File: config.mk
export PLATFORM = sky130hd
export DESIGN_NAME = rfs_fault_irq
export DESIGN_NICKNAME = d
export VERILOG_FILES = /design/src/rfs_pkg.sv /design/src/rfs_fault_irq.sv
export SDC_FILE = /design/constraint.sdc
export NUM_CORES = 1
export LEC_CHECK = 0
export BUFFER_PORTS_ARGS = -buffer_cell sky130_fd_sc_hd__buf_2
export CAP_MARGIN = 20
export CORE_MARGIN = 1
export CORE_UTILIZATION = 45
export DETAILED_ROUTE_END_ITERATION = 12
export GPL_TIMING_DRIVEN = 0
export PLACE_DENSITY = 0.67
export SLEW_MARGIN = 20
export SYNTH_ARGS = -nofsm -noshare
export SYNTH_HDL_FRONTEND = slang
export SYNTH_SLANG_ARGS = --single-unit
File: constraint.sdc
create_clock -name clk_i -period 3.4 [get_ports clk_i]
set_clock_uncertainty 0.15 [all_clocks]
set_input_delay 0.17 -clock clk_i [delete_from_list [all_inputs] [get_ports clk_i]]
set_output_delay 0.17 -clock clk_i [all_outputs]
set_load 0.02 [all_outputs]
File: src/rfs_pkg.sv
//==============================================================
// Purpose: Constants for the receiver fault/status/interrupt block
// Assumes: 200 MHz clk_i, synchronous active-low reset
// Notes: Register addresses are byte addresses on the I2C target
//==============================================================
package rfs_pkg;
	localparam logic [6:0] RFS_I2C_ADDR = 7'h68;
	localparam logic [7:0] RFS_A_FEN_HI = 8'h00;
	localparam logic [7:0] RFS_A_FEN_LO = 8'h01;
	localparam logic [7:0] RFS_A_IEN_HI = 8'h02;
	localparam logic [7:0] RFS_A_IEN_LO = 8'h03;
	localparam logic [7:0] RFS_A_TS_A = 8'h10;
	localparam logic [7:0] RFS_A_TS_B = 8'h11;
	localparam logic [7:0] RFS_A_RAW_HI = 8'hd4;
	localparam logic [7:0] RFS_A_RAW_LO = 8'hd5;
	localparam logic [7:0] RFS_A_MF_HI = 8'hd6;
	localparam logic [7:0] RFS_A_MF_LO = 8'hd7;
	localparam logic [7:0] RFS_A_MI_HI = 8'hd8;
	localparam logic [7:0] RFS_A_MI_LO = 8'hd9;
	localparam logic [7:0] RFS_A_PART_HI = 8'hfc;
	localparam logic [7:0] RFS_A_PART_LO = 8'hfd;
	localparam logic [7:0] RFS_A_FW = 8'hff;
	// Implemented fault bits in low byte
	localparam int RFS_B_TSB = 7;
	localparam int RFS_B_TSA = 6;
	localparam int RFS_B_DIE = 5;
	localparam int RFS_B_DONE = 2;
	localparam int RFS_B_DIS = 0;
	localparam logic [7:0] RFS_FAULT_MASK = 8'he5;
	localparam logic [7:0] RFS_EN_RST = 8'hff;
	// Identification, values arbitrary
	localparam logic [7:0] RFS_PART_HI_RST = 8'h5a;
	localparam logic [7:0] RFS_PART_LO_RST = 8'h3c;
	localparam logic [7:0] RFS_FW_VALUE = 8'h11;
	// Stop packet codes
	localparam logic [7:0] RFS_PKT_DONE = 8'h01;
	localparam logic [7:0] RFS_PKT_HEAT = 8'h02;
	localparam logic [7:0] RFS_PKT_THERM = 8'h03;
	// Die limit in degrees C
	localparam logic [7:0] RFS_DIE_LIMIT_C = 8'd130;
	typedef enum logic [2:0] {RFS_IDLE, RFS_ADDR, RFS_AACK, RFS_WR, RFS_WACK, RFS_RD, RFS_RACK} rfs_state_t;
endpackage

File: src/rfs_fault_irq.sv
//==============================================================
// Purpose: Fault status, interrupt pin, stop packets, I2C target
// Assumes: Pins async to clk_i; thermistor codes already scaled
// Notes: Interrupt pin open drain, driven low when asserted
//==============================================================
`timescale 1ns/1ps
module rfs_fault_irq import rfs_pkg::*; (
	// Clock and reset
	input wire logic clk_i,
	input wire logic rst_n_i,
	// Fault sources (pins)
	input wire logic disable_i,
	input wire logic charge_done_i,
	input wire logic die_shutdown_i,
	input wire logic [7:0] die_temp_c_i,
	input wire logic remote_temp_a_over_i,
	input wire logic remote_temp_b_over_i,
	// Thermistor ADC codes, same clock
	input wire logic [7:0] remote_temp_input_a_i,
	input wire logic [7:0] remote_temp_input_b_i,
	// Power stop packet request
	output logic power_stop_packet_o,
	output logic [7:0] power_stop_code_o,
	// Interrupt open drain
	output logic irq_n_o,
	output logic irq_oe_o,
	// I2C pins
	input wire logic scl_i,
	input wire logic sda_i,
	output logic sda_o,
	output logic sda_oe_o
);
	//==========================================================
	// Input synchronisers
	logic [6:0] s1_q, s2_q, s3_q;
	logic [7:0] dt1_q, dt2_q, dt3_q;
	// Bus lines idle high, fault pins idle low: no false edge after reset
	always_ff @(posedge clk_i) begin
		if (!rst_n_i) begin
			s1_q <= 7'h60;
			s2_q <= 7'h60;
			s3_q <= 7'h60;
			dt1_q <= 8'h00;
			dt2_q <= 8'h00;
			dt3_q <= 8'h00;
		end else begin
			s1_q <= {scl_i, sda_i, remote_temp_b_over_i, remote_temp_a_over_i, die_shutdown_i, charge_done_i, disable_i};
			s2_q <= s1_q;
			s3_q <= s2_q;
			dt1_q <= die_temp_c_i;
			dt2_q <= dt1_q;
			dt3_q <= dt2_q;
		end
	end
	logic scl_s, sda_s, scl_p, sda_p;
	assign scl_s = s2_q[6];
	assign sda_s = s2_q[5];
	assign scl_p = s3_q[6];
	assign sda_p = s3_q[5];

	//==========================================================
	// Raw and masked fault status
	logic [7:0] raw_d, raw_q, fen_q, ien_q, mf, mi;
	always_comb begin
		raw_d = 8'h00;
		raw_d[RFS_B_TSB] = s2_q[4];
		raw_d[RFS_B_TSA] = s2_q[3];
		// Temperature word trusted only once two samples agree
		raw_d[RFS_B_DIE] = s2_q[2] | ((dt2_q == dt3_q) ? (dt2_q >= RFS_DIE_LIMIT_C) : raw_q[RFS_B_DIE]);
		raw_d[RFS_B_DONE] = s2_q[1];
		raw_d[RFS_B_DIS] = s2_q[0];
	end
	always_ff @(posedge clk_i) begin
		if (!rst_n_i) raw_q <= 8'h00;
		else raw_q <= raw_d & RFS_FAULT_MASK;
	end
	assign mf = raw_q & fen_q & RFS_FAULT_MASK;
	assign mi = raw_q & ien_q & RFS_FAULT_MASK;

	// Interrupt pin pulled low while any enabled fault
	always_comb begin
		irq_oe_o = |mi;
		irq_n_o = 1'b0;
	end

	//==========================================================
	// Stop packet on rising masked fault
	logic [7:0] mf_prev_q;
	logic pkt_d, pkt_q;
	logic [7:0] code_d, code_q;
	always_comb begin
		logic [7:0] rise;
		rise = mf & ~mf_prev_q;
		pkt_d = |rise;
		code_d = code_q;
		if (rise[RFS_B_TSB] | rise[RFS_B_TSA]) code_d = RFS_PKT_THERM;
		else if (rise[RFS_B_DIE] | rise[RFS_B_DIS]) code_d = RFS_PKT_HEAT;
		else if (rise[RFS_B_DONE]) code_d = RFS_PKT_DONE;
	end
	always_ff @(posedge clk_i) begin
		if (!rst_n_i) begin
			mf_prev_q <= 8'h00;
			pkt_q <= 1'b0;
			code_q <= 8'h00;
		end else begin
			mf_prev_q <= mf;
			pkt_q <= pkt_d;
			code_q <= code_d;
		end
	end
	assign power_stop_packet_o = pkt_q;
	assign power_stop_code_o = code_q;

	//==========================================================
	// I2C target
	rfs_state_t st_q, st_d;
	logic [7:0] sh_q, sh_d, ptr_q, ptr_d, rd_byte;
	logic [3:0] cnt_q, cnt_d;
	logic ptr_set_q, ptr_set_d, sda_oe_q, sda_oe_d, rnw_q, rnw_d;
	logic [7:0] fen_d, ien_d, part_hi_q, part_hi_d, part_lo_q, part_lo_d;
	logic scl_rise, scl_fall, start_c, stop_c;
	assign scl_rise = scl_s & ~scl_p;
	assign scl_fall = ~scl_s & scl_p;
	assign start_c = scl_s & scl_p & sda_p & ~sda_s;
	assign stop_c = scl_s & scl_p & ~sda_p & sda_s;

	// Readback mux
	always_comb begin
		unique case (ptr_q)
			RFS_A_FEN_LO: rd_byte = fen_q;
			RFS_A_IEN_LO: rd_byte = ien_q;
			RFS_A_TS_A: rd_byte = remote_temp_input_a_i;
			RFS_A_TS_B: rd_byte = remote_temp_input_b_i;
			RFS_A_RAW_LO: rd_byte = raw_q;
			RFS_A_MF_LO: rd_byte = mf;
			RFS_A_MI_LO: rd_byte = mi;
			RFS_A_PART_HI: rd_byte = part_hi_q;
			RFS_A_PART_LO: rd_byte = part_lo_q;
			RFS_A_FW: rd_byte = RFS_FW_VALUE;
			default: rd_byte = 8'h00;
		endcase
	end

	always_comb begin
		st_d = st_q;
		sh_d = sh_q;
		ptr_d = ptr_q;
		cnt_d = cnt_q;
		ptr_set_d = ptr_set_q;
		sda_oe_d = sda_oe_q;
		rnw_d = rnw_q;
		fen_d = fen_q;
		ien_d = ien_q;
		part_hi_d = part_hi_q;
		part_lo_d = part_lo_q;
		if (start_c) begin
			st_d = RFS_ADDR;
			cnt_d = 4'h0;
			sda_oe_d = 1'b0;
		end else if (stop_c) begin
			st_d = RFS_IDLE;
			sda_oe_d = 1'b0;
		end else begin
			unique case (st_q)
				RFS_IDLE: ;
				RFS_ADDR, RFS_WR: if (scl_rise) begin
					sh_d = {sh_q[6:0], sda_s};
					cnt_d = cnt_q + 4'h1;
				end else if (scl_fall && cnt_q == 4'h8) begin
					cnt_d = 4'h0;
					if (st_q == RFS_ADDR) begin
						if (sh_q[7:1] == RFS_I2C_ADDR) begin
							rnw_d = sh_q[0];
							ptr_set_d = 1'b0;
							sda_oe_d = 1'b1;
							st_d = RFS_AACK;
						end else st_d = RFS_IDLE;
					end else begin
						sda_oe_d = 1'b1;
						st_d = RFS_WACK;
						if (!ptr_set_q) begin
							ptr_d = sh_q;
							ptr_set_d = 1'b1;
						end else begin
							unique case (ptr_q)
								RFS_A_FEN_LO: fen_d = sh_q & RFS_FAULT_MASK;
								RFS_A_IEN_LO: ien_d = sh_q & RFS_FAULT_MASK;
								RFS_A_PART_HI: part_hi_d = sh_q;
								RFS_A_PART_LO: part_lo_d = sh_q;
								default: ;
							endcase
							ptr_d = ptr_q + 8'h01;
						end
					end
				end
				RFS_AACK, RFS_WACK: if (scl_fall) begin
					if (st_q == RFS_AACK && rnw_q) begin
						sh_d = rd_byte;
						sda_oe_d = ~rd_byte[7];
						cnt_d = 4'h1;
						st_d = RFS_RD;
					end else begin
						sda_oe_d = 1'b0;
						st_d = RFS_WR;
					end
				end
				RFS_RD: if (scl_fall) begin
					if (cnt_q == 4'h8) begin
						sda_oe_d = 1'b0;
						ptr_d = ptr_q + 8'h01;
						st_d = RFS_RACK;
					end else begin
						sh_d = {sh_q[6:0], 1'b0};
						sda_oe_d = ~sh_q[6];
						cnt_d = cnt_q + 4'h1;
					end
				end
				RFS_RACK: if (scl_rise) begin
					if (sda_s) st_d = RFS_IDLE;
					else st_d = RFS_AACK;
				end
			endcase
		end
	end
	always_ff @(posedge clk_i) begin
		if (!rst_n_i) begin
			st_q <= RFS_IDLE;
			sh_q <= 8'h00;
			ptr_q <= 8'h00;
			cnt_q <= 4'h0;
			ptr_set_q <= 1'b0;
			sda_oe_q <= 1'b0;
			rnw_q <= 1'b0;
			fen_q <= RFS_EN_RST & RFS_FAULT_MASK;
			ien_q <= RFS_EN_RST & RFS_FAULT_MASK;
			part_hi_q <= RFS_PART_HI_RST;
			part_lo_q <= RFS_PART_LO_RST;
		end else begin
			st_q <= st_d;
			sh_q <= sh_d;
			ptr_q <= ptr_d;
			cnt_q <= cnt_d;
			ptr_set_q <= ptr_set_d;
			sda_oe_q <= sda_oe_d;
			rnw_q <= rnw_d;
			fen_q <= fen_d;
			ien_q <= ien_d;
			part_hi_q <= part_hi_d;
			part_lo_q <= part_lo_d;
		end
	end
	assign sda_o = 1'b0;
	assign sda_oe_o = sda_oe_q;
endmodule // rfs_fault_irq

-- Word-level counts from Yosys, hierarchy flattened
Index checks and enable logic that the tools add are counted.
- bits in registers: 116
- bits of input ports: 33
- word-level logic and storage cells: 164
- output and inout port bits: 13
- mux-type cells: 49
- reductions and logical operators: 25
- $lt $le $gt $ge: 1
- bitwise logic cells: 25
- $add $sub $neg: 2
- eq/ne operators: 38
- operator list (cell ; number):
    $mux 8 ; 11
    $pmux 8 s10 ; 1
    $eq 8x8->1 const B ; 6
    $reduce_and 8->1 ; 6
    $reduce_and 7->1 ; 4
    $and 8x8->8 ; 3
    $mux 3 ; 8
    $mux 4 ; 6
    $ne 4x4->1 const B ; 6
    $pmux 8 s3 ; 1
    $ne 2x2->1 const B ; 10
    $eq 8x5->1 const B ; 2
    $pmux 8 s2 ; 1
    $mux 1 ; 13
    $pmux 3 s4 ; 1
    $pmux 4 s3 ; 1
    $reduce_and 6->1 ; 2
    $not 1->1 ; 11
    $mux 2 ; 5
    $eq 3x3->1 const B ; 3
    $add 8x1->8 const B ; 1
    $eq 8x1->1 const B ; 1
    $eq 8x2->1 const B ; 1
    $eq 8x8->1 ; 1
    21 further kinds ; 35

-- Logic depth before layout (Yosys ltp)
- word-level depth: 8
- depth in mapped cells: 9

-- Least setup slack after synthesis
OpenSTA, ideal clock, no wires.
- path type: flip-flop to flip-flop
- from: reg ptr_q[0]
- to: reg fen_q[0]
- setup slack: 1.240 ns
- data arrival time: 1.881 ns
- library setup time: 0.129 ns
- period minus slack after synthesis: 2.160 ns
- cell stages (with the launch flop): 8
- data required time: 3.121 ns
- path through: dfxtp_1 -> ha_1 -> buf_2 -> buf_1 -> inv_1 -> nor4_4 -> mux2i_1 -> nand2_1
- word-level cells in the longest chain between the ends: 2
- RTL lines (what ; line ; source):
    start: declaration ; rfs_fault_irq.sv:117 ; logic [7:0] sh_q, sh_d, ptr_q, ptr_d, rd_byte;
    start signal: assignment ; rfs_fault_irq.sv:241 ; ptr_q <= ptr_d;
    $eq 8x1->1 ; rfs_fault_irq.sv:185 ; unique case (ptr_q)
    $reduce_and 8->1 (no source line) ; -- ;
    end signal: assignment ; rfs_fault_irq.sv:234 ; fen_q <= RFS_EN_RST & RFS_FAULT_MASK;
    end signal: assignment ; rfs_fault_irq.sv:246 ; fen_q <= fen_d;
    end: declaration ; rfs_fault_irq.sv:63 ; logic [7:0] raw_d, raw_q, fen_q, ien_q, mf, mi;
No other way between the ends.
A chain may end at the register's enable or synchronous reset.

-- Final worst setup path
- from: reg ptr_q[0]
- to: reg fen_q[6]
The elaborated chain is that of the path after synthesis.

==> impl_metrics.ini <==
[global_route]
grt_max_degree = 19
gr-total-overflow = 0
grt.total_usage_pct = 22.9
grt_pass1_wl_um = 20200
antenna_found_initial = 0
grt_pass1_vias = 4105

[clock_tree]
clk_latency_ns = 0.38
cts_sinks = 105
cts_buffers = 9
clockRootBuffer = clkbuf_8
htree_levels = 3
cts_resized = 0
postCtsSetupBuffers = 0
clk_pin_slew_ns = 0.10
cts.path.max_buffers = 2
postCtsHoldBufs = 18
tritoncts = built

[worst_setup_path]
cp-start-kind = flop
r2r-start = ptr_q[0]
cp_slowest_stage_delay_ns = 0.55
critPathMaxFanout = 10
path_cells = ha_1 > buf_2 > buf_1 > inv_1 > nor4_4 > mux2i_1 > nand2_1
slowest_stage = nor4_4
r2r.worst_path.cells = 7
critPathRequiredTime_ns = 3.49
crit_buf_inv = 3
crit_type = reg2reg
crit_arrival_ns = 2.76
cp_top_family = buffers and inverters
r2r_end = fen_q[6]
reg2reg_slack_ns = 0.73
cp-end-kind = flop
critPathLaunch = ptr_q[0]

[logic_synthesis]
synth-compound-area-share_pct = 18.8
synthArstFlopShare_pct = 0
synth_xor_area_share_pct = 1.93
synth_edf_count = 0
synth.distinct_cells = 69
synth_top_family_by_area = simple AND/OR/NAND/NOR gates
synthFlopType = dfxtp_1
synth.area.top_cells = dfxtp_1 (42%), mux2i_1 (6.8%), and2_1 (5.5%), nand2_1 (3.2%), a21oi_1 (2.6%)
synthCells = 555
synth_top_cell_by_area = dfxtp_1
synth_top_area_share_pct = 42.2
syn_avg_cell_area_um2 = 8.97
synthesis.area_um2 = 4980
synth-seq-area-share_pct = 42.2
synthSimpleGateAreaFrac_pct = 23.6
ys_ff_latch = 105
synth_warnings = 0
synth_mux_area_share_pct = 6.83
synthAdderAreaFrac_pct = 1.26

[routing]
dr_total_vias = 4316
ant_nets = 0
drt-pass1-iter-count = 6
avgRoutedWirePerCell_um = 16.2
wl_um = 12500
first_iter_violations = 240
viasPerCell = 5.59
drc = 0

[min_path]
hold_path_end = s3_q[6]
min_from = rst_n_i
hold_depth = 2
hold_class = in2reg

[floorplanning]
die-area_um2 = 11500
chipWidth_um = 107
initial_core_util_pct = 46.1
io_pins = 46
rows = 38
fp.dieH_um = 107
core-area_um2 = 10800

[power]
comb_power_share_pct = 7.4
swShare_pct = 24.9
ir_drop_mv = 0.280
seqPwrFrac_pct = 57.0
internal_power_mw = 1.68
power.share.clock_pct = 35.6
p_switching_uw = 559
power_density_nw_per_um2 = 391
p_leak_nw = 2.35

[cells_and_area]
fin_nets = 665
fillCellCount = 1034
area_delta_synth_final_pct = 15.3
design_area_um2 = 5740
diodes = 0
final_layout_size_suffix_gt1_share_pct = 12.8

[placement]
gp_congestion = 0.921
hpwlAfterDp_um = 8890
numPortBuffers = 36
placed_cell_area_um2 = 5360
place_ws_ns = 0.776

[sta]
fin_crit_sh_pct = 78.5
tns_ns = 0
finalSetupViolations = 0
worst_slew_pin_slew_ns = 0.771
hold_viol = 0
fin_ws_ns = 0.732
fin_crit_ns = 2.67
fmax_ghz = 0.375
rsz0062_at_grt = false
drv_slew = 0
maxSlewHeadroom_pct = 48.2

[outcome]
status = finished clean

[flow_run]
maxCapViolations = 0
## worst max-delay path by stage
| stage | end | slack (ns) | cells past startpoint |
|---|---|---|---|
| finish | fen_q[6] | 0.73 | 7 |
| global route | fen_q[5] | 0.57 | 7 |
| CTS | fen_q[6] | 0.74 | 7 |
| detailed placement | fen_q[6] | 0.78 | 7 |
| global placement | fen_q[7] | 0.76 | 7 |
| floorplan | fen_q[0] | 1.24 | 7 |
## synthesized netlist by cell type, drive strengths merged, types with 3 or more instances
cell,instances
nor2,34
and3b,3
buf,20
nand2b,11
o2bb2ai,3
nor4,5
or3,4
mux2i,34
nand3b,3
nor3b,4
a21oi,26
a31oi,10
dfxtp,105
a211oi,8
a22oi,15
o211ai,7
and4,3
a221oi,5
nor3,8
o22ai,11
inv,16
clkbuf,22
o22a,5
xor2,10
and2,44
or2,3
nand4,7
nand3,12
o21ai,18
ha,5
and3,6
nand2,43
nor2b,10
## stage by stage
stage	total power, mW	util [%]	instances	hold slack (ns)
finish	2.24	53.2	772	0.0376
global route	2.32	53.2	772	0.0618
CTS	2.26	53.2	772	0.0339
detailed placement	1.46	49.7	738	0.207
global placement	1.45	49.7	738	0.206
floorplan	1.40	-	562	0.121
## registers in the layout, summed over array words and instances (netlist names), 5 cells and up
signal	cells
part_lo_q	8
ptr_q	8
dt1_q	8
s2_q	7
s1_q	7
ien_q	5
s3_q	6
part_hi_q	8
fen_q	5
sh_q	8
mf_prev_q	5
dt2_q	8
dt3_q	8
## cell type report
class                      count  area, um^2  area share [%]
buffer                        42         205            3.58
clock buffer                   9         124            2.16
clock inverter                 7        73.8            1.29
inverter                      16        60.1            1.05
multi-input combinational    399        2640            46.0
sequential                   105        2100            36.6
tap                          140         175            3.05
timing repair buffer          54         360            6.28
## power by group through the flow
stage | clock network (mW) | registers, mW | logic [mW]
finish | 0.798 | 1.28 | 0.166
global route | 0.853 | 1.28 | 0.184
CTS | 0.811 | 1.28 | 0.166
detailed placement | 0 | 1.31 | 0.150
global placement | 0 | 1.31 | 0.147
floorplan | 0 | 1.30 | 0.0977
## worst register-to-register path: cells and delay by family (launching register included)
family                   cells  cell delay, ns
multiplexers                 1            0.24
buffers and inverters        3            0.78
AND/OR/NAND/NOR              2            0.62
flip-flops                   1            0.52
adder cells (fa/ha/maj)      1            0.23
## cell families (layout without fill, tap and decap cells)
family / Yosys count / after routing
mux: 34 / 34
compound gates: 133 / 133
fa+ha+maj: 5 / 5
xor+xnor: 11 / 11
buf+inv: 58 / 128
other cells: 1 / 8
simple gates: 208 / 208
flops: 105 / 105
## cell usage in the layout (no fill, tap or decap), types with 3 or more instances in the layout
cell type	synthesis	routed
a211oi_1	8	8
a21oi_1	26	26
a221oi_1	5	5
a22oi_1	15	15
a31oi_1	10	10
and2_1	44	44
and3_1	6	6
and3b_1	3	3
buf_1	3	3
buf_2	8	44
buf_4	8	8
clkbuf_1	22	22
clkbuf_8	0	9
clkinv_2	0	3
conb_1	1	8
dfxtp_1	105	105
dlygate4sd3_1	0	18
ha_1	5	5
inv_1	16	16
mux2i_1	34	34
nand2_1	43	43
nand2b_1	11	11
nand3_1	10	10
nand3b_1	3	3
nand4_1	7	7
nor2_1	34	34
nor2b_1	10	10
nor3_1	7	7
nor3b_1	4	4
nor4_1	3	3
o211ai_1	7	7
o21ai_0	18	18
o22a_1	5	5
o22ai_1	11	11
o2bb2ai_1	3	3
or3_1	3	3
xor2_1	10	10
## layer usage
layer | wire length (um) | track usage (%) | part of all wire, %
met1 | 5490 | 27.6 | 44
met2 | 6110 | 39.7 | 49
met3 | 601 | 3.77 | 4.8
met4 | 338 | 10.8 | 2.7
met5 | 0 | 0 | 0
No activity file was read; power rests on OpenSTA's default activity.
